`src/rtl/pwmt_cfg.svh`:
```
// Register map, field positions, reset values for the PWM timer.
// Included by the timer file only, not by the prescaler; definitions only.
`ifndef PWMT_CFG_SVH
`define PWMT_CFG_SVH
`define PWMT_OFF_CTRL   8'h00
`define PWMT_OFF_CNT    8'h04
`define PWMT_OFF_MATCH  8'h08
`define PWMT_OFF_RELOAD 8'h0c
`define PWMT_OFF_STAT   8'h10
`define PWMT_OFF_MASK   8'h14
`define PWMT_CTRL_EN    0
`define PWMT_CTRL_POL   1
`define PWMT_CTRL_PRE_LO 4
`define PWMT_CTRL_PRE_HI 6
`define PWMT_CTRL_RST   8'h00
`define PWMT_CNT_RST    16'h0001
`define PWMT_MATCH_RST  16'h0000
`define PWMT_RELOAD_RST 16'h0000
`define PWMT_RELOAD_VAL 16'h0001
`define PWMT_STAT_RELOAD 0
`define PWMT_STAT_MATCH  1
`endif

```
`src/rtl/pwmt_pkg.sv`:
```
// Types shared by the PWM timer files.
// Assumes nothing of its surroundings.
package pwmt_pkg;
  typedef logic [15:0] pwmt_word_t;
  typedef logic [2:0]  pwmt_pre_t;
  typedef enum logic [1:0]
  {
    PWMT_IDLE   = 2'b01,
    PWMT_ACCESS = 2'b10
  } pwmt_bus_st_t;
endpackage

```
`src/rtl/pwmt_prescaler.sv`:
```
// Prescaler: one-cycle tick every 2**pre ref_clk cycles while running.
// Assumes a single clock and an asynchronous active-high reset.
`timescale 1ns/1ns
module pwmt_prescaler
  import pwmt_pkg::*;
(
  input  wire logic              ref_clk,
  input  wire logic              rst,
  input  wire logic              run,
  input  wire pwmt_pkg::pwmt_pre_t pre,
  output logic                   tick
);
  import pwmt_pkg::*;

  logic [6:0] div_q;
  logic [6:0] div_d;
  logic       tick_q;
  logic       tick_d;
  logic [6:0] limit;

  always_comb
  begin
    limit  = 7'((8'h01 << pre) - 8'h01);
    div_d  = div_q;
    tick_d = 1'b0;
    if (!run)
    begin
      div_d = 7'h00;
    end
    else if (div_q >= limit)
    begin
      div_d  = 7'h00;
      tick_d = 1'b1;
    end
    else
    begin
      div_d = div_q + 7'h01;
    end
  end

  always_ff @(posedge ref_clk or posedge rst)
  begin
    if (rst)
    begin
      div_q  <= 7'h00;
      tick_q <= 1'b0;
    end
    else
    begin
      div_q  <= div_d;
      tick_q <= tick_d;
    end
  end

  assign tick = tick_q;
endmodule // pwmt_prescaler

```
`src/rtl/pwmt_timer.sv`:
```
// PWM single-output timer with an AHB-Lite register slave.
// Assumes one ref_clk domain; the GPIO mux outside selects timerOut.
//
// Local design decisions: the AHB-Lite interface to the registers and the placing of the registers.
`timescale 1ns/1ns
`include "pwmt_cfg.svh"
// Behaviour
// - Counting ticks come from ref_clk through the prescaler only.
// - A 16-bit up-counter is compared against the 16-bit match value.
// - Equality with match toggles the output and counting goes on, unless the count also equals reload.
// - Reaching the reload value sets the reload interrupt status.
// - At reload the counter becomes 0001H and counts on the next tick.
// - With polarity 1 the output starts high, falls at match, rises at reload.
// - With polarity 0 the output starts low, rises at match, falls at reload.
// - A written count only seeds the first period; later ones start at 0001H.
module pwmt_timer
  import pwmt_pkg::*;
(
  input  wire logic        ref_clk,
  input  wire logic        rst,
  input  wire logic        hsel,
  input  wire logic [31:0] haddr,
  input  wire logic [1:0]  htrans,
  input  wire logic        hwrite,
  input  wire logic [2:0]  hsize,
  input  wire logic [31:0] hwdata,
  input  wire logic        hready,
  output logic      [31:0] hrdata,
  output logic             hreadyout,
  output logic             hresp,
  output logic             timerOut,
  output logic             irq
);
  import pwmt_pkg::*;

  logic         ctrlEn_q;
  logic         ctrlEn_d;
  logic         ctrlPol_q;
  logic         ctrlPol_d;
  pwmt_pre_t    ctrlPre_q;
  pwmt_pre_t    ctrlPre_d;
  pwmt_word_t   count_q;
  pwmt_word_t   count_d;
  pwmt_word_t   match_q;
  pwmt_word_t   match_d;
  pwmt_word_t   reload_q;
  pwmt_word_t   reload_d;
  logic         out_q;
  logic         out_d;
  logic [1:0]   stat_q;
  logic [1:0]   stat_d;
  logic [1:0]   mask_q;
  logic [1:0]   mask_d;
  logic         irq_q;
  logic         irq_d;
  pwmt_bus_st_t st_q;
  pwmt_bus_st_t st_d;
  logic [7:0]   addr_q;
  logic [7:0]   addr_d;
  logic         wr_q;
  logic         wr_d;
  logic [31:0]  rdata_q;
  logic [31:0]  rdata_d;
  logic         tick;
  logic         hitMatch;
  logic         hitReload;
  logic         addrPhase;
  logic         doWrite;
  logic         doRead;

  function automatic logic [31:0] readMux
  (
    input logic [7:0] a,
    input logic       en,
    input logic       pol,
    input pwmt_pre_t  pre,
    input pwmt_word_t cnt,
    input pwmt_word_t mat,
    input pwmt_word_t rel,
    input logic [1:0] st,
    input logic [1:0] msk,
    input logic       o
  );
    logic [31:0] r;
    r = 32'h0000_0000;
    unique case (a)
      `PWMT_OFF_CTRL:
      begin
        r[`PWMT_CTRL_EN]  = en;
        r[`PWMT_CTRL_POL] = pol;
        r[`PWMT_CTRL_PRE_HI:`PWMT_CTRL_PRE_LO] = pre;
        r[8] = o;
      end
      `PWMT_OFF_CNT:    r[15:0] = cnt;
      `PWMT_OFF_MATCH:  r[15:0] = mat;
      `PWMT_OFF_RELOAD: r[15:0] = rel;
      `PWMT_OFF_STAT:   r[1:0]  = st;
      `PWMT_OFF_MASK:   r[1:0]  = msk;
      default:          r = 32'h0000_0000;
    endcase
    return r;
  endfunction

  // Prescaled system clock only; no external count input
  pwmt_prescaler u_pre
  (
    .ref_clk (ref_clk),
    .rst     (rst),
    .run     (ctrlEn_q),
    .pre     (ctrlPre_q),
    .tick    (tick)
  );

  // Bus slave: always zero wait states, OKAY only
  assign addrPhase = hsel && hready && htrans[1];
  assign doWrite   = (st_q == PWMT_ACCESS) && wr_q;
  assign doRead    = addrPhase && !hwrite;

  always_comb
  begin
    st_d    = PWMT_IDLE;
    addr_d  = addr_q;
    wr_d    = 1'b0;
    rdata_d = rdata_q;
    if (addrPhase)
    begin
      st_d   = PWMT_ACCESS;
      addr_d = haddr[7:0];
      wr_d   = hwrite;
    end
    if (doRead)
    begin
      rdata_d = readMux(haddr[7:0], ctrlEn_q, ctrlPol_q, ctrlPre_q,
                        count_q, match_q, reload_q, stat_q, mask_q,
                        out_q);
    end
  end

  always_ff @(posedge ref_clk or posedge rst)
  begin
    if (rst)
    begin
      st_q    <= PWMT_IDLE;
      addr_q  <= 8'h00;
      wr_q    <= 1'b0;
      rdata_q <= 32'h0000_0000;
    end
    else
    begin
      st_q    <= st_d;
      addr_q  <= addr_d;
      wr_q    <= wr_d;
      rdata_q <= rdata_d;
    end
  end

  // Timer core
  assign hitReload = ctrlEn_q && tick && (count_q == reload_q);
  assign hitMatch  = ctrlEn_q && tick && (count_q == match_q);

  always_comb
  begin
    ctrlEn_d  = ctrlEn_q;
    ctrlPol_d = ctrlPol_q;
    ctrlPre_d = ctrlPre_q;
    count_d   = count_q;
    match_d   = match_q;
    reload_d  = reload_q;
    mask_d    = mask_q;
    out_d     = out_q;
    stat_d    = stat_q;
    if (!ctrlEn_q)
    begin
      out_d = ctrlPol_q;
    end
    else if (tick)
    begin
      if (hitReload)
      begin
        count_d = `PWMT_RELOAD_VAL;
        out_d   = ctrlPol_q;
      end
      else
      begin
        count_d = count_q + 16'h0001;
        if (hitMatch)
        begin
          out_d = ~out_q;
        end
      end
    end
    // Read clears status; a new event in the same cycle still wins
    if (doRead && (haddr[7:0] == `PWMT_OFF_STAT))
    begin
      stat_d = 2'b00;
    end
    if (hitReload)
    begin
      stat_d[`PWMT_STAT_RELOAD] = 1'b1;
    end
    if (hitMatch && !hitReload)
    begin
      stat_d[`PWMT_STAT_MATCH] = 1'b1;
    end
    if (doWrite)
    begin
      unique case (addr_q)
        `PWMT_OFF_CTRL:
        begin
          ctrlEn_d  = hwdata[`PWMT_CTRL_EN];
          ctrlPol_d = hwdata[`PWMT_CTRL_POL];
          ctrlPre_d = hwdata[`PWMT_CTRL_PRE_HI:`PWMT_CTRL_PRE_LO];
        end
        `PWMT_OFF_CNT:    count_d  = hwdata[15:0];
        `PWMT_OFF_MATCH:  match_d  = hwdata[15:0];
        `PWMT_OFF_RELOAD: reload_d = hwdata[15:0];
        `PWMT_OFF_MASK:   mask_d   = hwdata[1:0];
        default:          mask_d   = mask_q;
      endcase
    end
    irq_d = |(stat_d & mask_d);
  end

  always_ff @(posedge ref_clk or posedge rst)
  begin
    if (rst)
    begin
      ctrlEn_q  <= 1'b0;
      ctrlPol_q <= 1'b0;
      ctrlPre_q <= 3'h0;
      count_q   <= `PWMT_CNT_RST;
      match_q   <= `PWMT_MATCH_RST;
      reload_q  <= `PWMT_RELOAD_RST;
      mask_q    <= 2'b00;
      out_q     <= 1'b0;
      stat_q    <= 2'b00;
      irq_q     <= 1'b0;
    end
    else
    begin
      ctrlEn_q  <= ctrlEn_d;
      ctrlPol_q <= ctrlPol_d;
      ctrlPre_q <= ctrlPre_d;
      count_q   <= count_d;
      match_q   <= match_d;
      reload_q  <= reload_d;
      mask_q    <= mask_d;
      out_q     <= out_d;
      stat_q    <= stat_d;
      irq_q     <= irq_d;
    end
  end

  assign hrdata    = rdata_q;
  assign hreadyout = 1'b1;
  assign hresp     = 1'b0;
  assign timerOut  = out_q;
  assign irq       = irq_q;
endmodule // pwmt_timer

```
`config.mk`:
```
export PLATFORM = sky130hd
export DESIGN_NAME = pwmt_timer
export DESIGN_NICKNAME = d
export VERILOG_FILES = /design/src/rtl/pwmt_pkg.sv /design/src/rtl/pwmt_prescaler.sv /design/src/rtl/pwmt_timer.sv
export VERILOG_INCLUDE_DIRS = /design/src /design/src/rtl
export SDC_FILE = /design/constraint.sdc
export NUM_CORES = 1
export LEC_CHECK = 0
export ABC_AREA = 1
export BUFFER_PORTS_ARGS = -buffer_cell sky130_fd_sc_hd__buf_2
export CAP_MARGIN = 5
export CORE_MARGIN = 3
export CORE_UTILIZATION = 30
export CTS_CLUSTER_SIZE = 12
export DETAILED_ROUTE_END_ITERATION = 10
export HOLD_SLACK_MARGIN = 0.05
export PLACE_DENSITY_LB_ADDON = 0.2
export SETUP_SLACK_MARGIN = 0.2
export SYNTH_ARGS = -nofsm -noshare
export SYNTH_HDL_FRONTEND = slang
export SYNTH_SLANG_ARGS = --single-unit
```
`constraint.sdc`:
```
create_clock -name ref_clk -period 3.4 [get_ports ref_clk]
set_input_delay 0.51 -clock ref_clk [delete_from_list [all_inputs] [get_ports ref_clk]]
set_output_delay 0.51 -clock ref_clk [all_outputs]
set_load 0.05 [all_outputs]
```
# Word level (Yosys, flattened, before mapping)
# Index checks and enable logic that the tools add are counted.
word_totals:
  in_bits: 74
  register_bits: 94
  out_inout_bits: 36
  word_cells: 81
classes:
  n_mux: 26
  order_cmp: 1
  n_addsub: 3
  bitwise_logic: 2
  n_eq_ne: 14
  shift: 1
  n_reduce_logical: 18
op_table:
  columns: ["operator", "count"]
  rows:
  - ["2-to-1 mux 16 bit", 5]
  - ["equality test 16 bit", 2]
  - ["equality test 8 x 4 -> 1 bit (second input constant)", 4]
  - ["equality test 8 x 5 -> 1 bit (second input constant)", 3]
  - ["case mux 7 bit (3 select lines)", 1]
  - ["adder 16 x 1 -> 16 bit (second input constant)", 1]
  - ["equality test 8 x 3 -> 1 bit (second input constant)", 2]
  - ["zero test 8 bit", 2]
  - ["2-to-1 mux 7 bit", 2]
  - ["case mux 2 bit (6 select lines)", 1]
  - ["case mux 3 bit (4 select lines)", 1]
  - ["logical AND 1 bit", 9]
  - ["2-to-1 mux 1 bit", 9]
  - ["2-to-1 mux 2 bit", 4]
  - ["AND reduction 2 bit", 4]
  - ["adder 7 x 1 -> 7 bit (second input constant)", 1]
  - ["greater-or-equal comparator 7 bit", 1]
  - ["left shift 1 x 3 -> 7 bit (first input constant)", 1]
  - ["subtractor 7 x 1 -> 7 bit (second input constant)", 1]
  - ["case mux 2 bit (3 select lines)", 1]
  - ["case mux 1 bit (4 select lines)", 1]
  - ["inequality test 3 x 1 -> 1 bit (second input constant)", 1]
  - ["case mux 1 bit (3 select lines)", 1]
  - ["bitwise AND 2 bit", 1]
  - ["other kinds (5)", 6]

# Longest topological paths before layout
depth:
  ltp_word: 8
  depth_mapped: 12
  ltp_nobuf: 11

# Hierarchy
# Synthesis repeated with hierarchy kept, for this count alone.
unflattened:
  hier_cells: 783
  area_unflattened_um2: 5585.4
by_module_without_submodules:
  columns: ["module", "n_inst", "area_each_um2", "cells_per_inst", "seq_area_each_um2"]
  rows:
  - ["pwmt_timer", 1, 4968.5, 697, 2154.6]
  - ["pwmt_prescaler", 1, 616.8, 86, 200.2]

# Worst setup path after synthesis
# Ideal clock, no wire load.
synth_path:
  path_type: "reg-to-reg"
  from: "register ctrlPre_q[1]"
  to: "register u_pre.div_q[0]"
  synth_period_minus_slack_ns: 1.571
  setup_time_ns: 0.090
  n_path_buf: 0
  path_slack_ns: 1.829
  required_ns: 3.310
  stages_incl_launch_ff: 8
  arrival_ns: 1.480
  path_cell_list: "dfrtp_1 a21oi_1 ha_1 a21oi_1 o21ai_0 nand4_1 o2111ai_1 nor3_1"
synth_via:
  elab_chain_cells: 5
synth_lines:
  columns: ["item", "line_no", "rtl"]
  rows:
  - ["start: declaration", "pwmt_timer.sv:40", "pwmt_pre_t ctrlPre_q;"]
  - ["start signal: assignment", "pwmt_timer.sv:243", "ctrlPre_q <= ctrlPre_d;"]
  - ["left shift 1 x 3 -> 7 bit", "pwmt_prescaler.sv:23", "limit = 7'((8'h01 << pre) - 8'h01);"]
  - ["subtractor 7 x 1 -> 7 bit", "pwmt_prescaler.sv:23", null]
  - ["greater-or-equal comparator 7 bit", "pwmt_prescaler.sv:30", "else if (div_q >= limit)"]
  - ["2-to-1 mux 7 bit", "pwmt_prescaler.sv:30", null]
  - ["2-to-1 mux 7 bit", "pwmt_prescaler.sv:26", "if (!run)"]
  - ["net u_pre.div_d[0]", "pwmt_prescaler.sv:16", "logic [6:0] div_d;"]
  - ["end signal: assignment", "pwmt_prescaler.sv:50", "div_q <= div_d;"]
  - ["end: declaration", "pwmt_prescaler.sv:15", "logic [6:0] div_q;"]
# The timed path passes the listed nets, and every way through them passes these cells.
# A chain may end at the register's enable or synchronous reset.

# Final worst setup path
layout_path:
  from: "register addr_q[1]"
  to: "register match_q[11]"
layout_via:
  elab_chain_cells: 2
layout_lines:
  columns: ["item", "line_no", "rtl"]
  rows:
  - ["start: declaration", "pwmt_timer.sv:58", "logic [7:0] addr_q;"]
  - ["start signal: assignment", "pwmt_timer.sv:151", "addr_q <= addr_d;"]
  - ["equality test 8 x 4 -> 1 bit", "pwmt_timer.sv:207", "unique case (addr_q)"]
  - ["AND reduction 2 bit (no source line)", null, null]
  - ["end signal: assignment", "pwmt_timer.sv:232", "match_q <= `PWMT_MATCH_RST;"]
  - ["end signal: assignment", "pwmt_timer.sv:245", "match_q <= match_d;"]
  - ["end: declaration", "pwmt_timer.sv:44", "pwmt_word_t match_q;"]
# No other way between the ends.

==> flow_summary.yaml <==
run_status:
  status: "complete, no violations"
floorplanning:
  coreArea_um2: 17600
  die_w_um: 141
  initial_core_util: 0.311
  pin_count: 110
  fp.dieArea_um2: 19900
  die_h_um: 141
  rows: 48
route:
  drc: 0
  drt_pass1_iterations: 5
  wl_um: 14300
  vias: 4701
  drt-vias-per-instance: 4.60
  drt_iter0_markers: 305
  wl_per_cell_um: 14.0
  antenna_left: 0
sta:
  slew_headroom: 0.271
  finClkSkew_ns: 0.0119
  report.final.slew_viol_count: 0
  tightestPinTransition_ns: 1.09
  setup_viol: 0
  max_freq_mhz: 490
  post-route-period-util: 0.600
  finalHoldViolCount: 0
  finalCriticalPeriod_ns: 2.04
  finalSetupTns_ns: 0
  rsz0062_at_grt: "no"
worst_setup_path:
  path_buf_inv: 1
  critPathCaptureType: "flop"
  worstPathMaxFanout: 32
  cp_data_required_time_ns: 3.64
  worstSetupStartpointType: "flop"
  critPathKind: "reg -> reg"
  crit_slowest_cell: "nand2_1"
  max_stage_delay_ns: 0.69
  critical_path_arrival_ns: 2.29
  critPathTopFamily: "simple AND/OR/NAND/NOR gates"
  crit_chain: "nor2_1, inv_1, nor4_1, nand2_1, o21ai_0"
grt:
  grt_pass1_vias: 4357
  antenna_found_initial: 0
  overflow: 0
  grt_pass1_wl_um: 22800
  grt_usage: 0.146
  grt_max_degree: 49
pwr:
  internal-power_mw: 2.03
  power.total_mw: 3.05
  vdd_drop_max_v: 0.000254
  p_leak_nw: 3.46
  p_sw_mw: 1.02
  swShare: 0.334
  power.share.combinational: 0.215
  seqPwrFrac: 0.444
  p_clk_frac: 0.341
  power_density_nw_per_um2: 495
clock_network:
  h-tree-depth: 3
  ctsResizeCount: 0
  numClockSinks: 94
  clk_path_buf_depth: 2
  post_cts_buffers: 0
  cts_tree: "done"
  cts_root_buf: "clkbuf_16"
  clk_latency_ns: 0.36
  cts_hold_buffers: 0
  clk_pin_slew_ns: 0.07
  numCtsBuffers: 9
yosys:
  yosysTopAreaCell: "dfrtp_1"
  yosysWarnings: 0
  yosysTopAreaCellShare: 0.420
  synth_area_leaders: "dfrtp_1 (42%), nand2_1 (16%), o21ai_0 (6.6%), inv_1 (6.0%), nor2_1 (4.0%)"
  syn-instance-count: 754
  synth_area_um2: 5480
  synth_seq_area_share: 0.430
  avgSynthCellArea_um2: 7.27
  synthDistinctLibCells: 36
  ys_ff_latch: 94
layout:
  final_cell_area_um2: 6150
  register_area_um2: 2350
  utilization: 0.350
  n_antenna_cell: 0
  multiInputGateArea_um2: 2560
  area_growth_pct: 12.3
  fillers: 1917
  drive_gt1_frac: 0.113
  nets: 874
hold_path:
  holdCritPathClass: "in -> async"
placement:
  dp_hpwl_um: 10400
  place.gp.congestion: 0.821
  io_buffers: 47
  placed_cell_area_um2: 5850
job:
  max_cap_violations: 0
-- cells by family after synthesis --
group	share of synthesized area
DFF	0.430
buffers and inverters	0.114
other	0.00137
AOI/OAI and AO/OA	0.124
and+or+nand+nor	0.281
adders and majority gates	0.0205
xor gates and xnor gates	0.0288
-- cell usage in the layout, fill, tap and decap left out, drive strengths merged, types with 9 or more instances in the layout --
master / n
a21oi: 39
buf: 53
clkbuf: 10
conb: 18
dfrtp: 92
ha: 9
inv: 96
nand2: 237
nand3: 29
nand3b: 11
nor2: 60
nor3: 15
o21ai: 74
o22ai: 10
xor2: 17
-- sequential cells by signal, indices dropped and copies added, names as in the netlist, 3 cells and up --
name,flops
ctrlPre_q,3
hrdata,16
u_pre.div_q,7
addr_q,8
match_q,16
reload_q,16
count_q,16
-- routing by layer --
layer / vias to the layer above / GRT usage / part of all wire
met5: - / 0 / 0
met4: 0 / 0.0505 / 0.016
met3: 13 / 0.0204 / 0.037
met2: 71 / 0.232 / 0.45
met1: 2173 / 0.204 / 0.50
li1: 2444 / - / -
-- cells in the mapped netlist --
cell,number
xor2_1,17
buf_6,1
o21ai_0,72
nand3_2,2
clkinv_1,1
a21oi_2,1
nor4_1,4
and2_1,1
nand2_2,3
clkbuf_1,12
buf_2,7
o21ai_1,2
nand3b_1,10
inv_2,7
a21oi_1,38
conb_1,2
nand2_1,234
nand3_4,1
a211oi_1,1
dfrtp_1,92
xnor2_1,1
nand3b_2,1
ha_1,9
o2111ai_1,4
nor2_1,58
nand4_1,6
o22ai_1,10
nor3_1,13
nand3_1,26
inv_1,88
nor3_4,1
dfstp_2,2
buf_4,23
a22oi_1,1
nor3_2,1
nor2_2,2
-- worst register-to-register path: stages, from the launching register on --
cell and delay (ns):
dfrtp_1 0.38, nor2_1 0.11, inv_1 0.09, nor4_1 0.24, nand2_1 0.69, o21ai_0 0.42
-- final timing paths --
kind	slack, ns	start	end	cells past startpoint
worst max-delay path	1.36	addr_q[1]	match_q[11]	5
worst min-delay path	0.24	rst	wr_q	2
worst max register to register	1.36	addr_q[1]	match_q[11]	5
worst min register to register	0.48	hrdata[10]	hrdata[10]	2
max in group asynchronous	2.49	rst	match_q[11]	3
min in group ref_clk	0.37	hwrite	wr_q	3
-- metrics by stage --
| step | std cells | hold slack (ns) | setup slack [ns] |
|---|---|---|---|
| after global placement | 1005 | 0.466 | 1.21 |
| after detailed placement | 1005 | 0.461 | 1.21 |
| after CTS | 1021 | 0.249 | 1.25 |
| final | 1021 | 0.239 | 1.36 |
| after global routing | 1021 | 0.288 | 1.04 |
| after floorplan | 770 | 0.453 | 0.445 |
-- final cells by class --
cell class                 instances  share of cell area
clock buffer                      10              0.0372
inverter                          96              0.0590
tap                              225              0.0458
multi-input combinational        537               0.416
clock inverter                     6              0.0116
timing repair buffer              53              0.0476
sequential                        94               0.383
-- power groups by stage --
stage	Combinational, mW	Clock [mW]	Sequential [mW]
floorplan	0.547	0	1.35
global placement	0.657	0	1.38
detailed placement	0.660	0	1.37
CTS	0.663	1.07	1.35
global route	0.746	1.11	1.37
finish	0.656	1.04	1.35
Power figures use the tool's default switching activity.
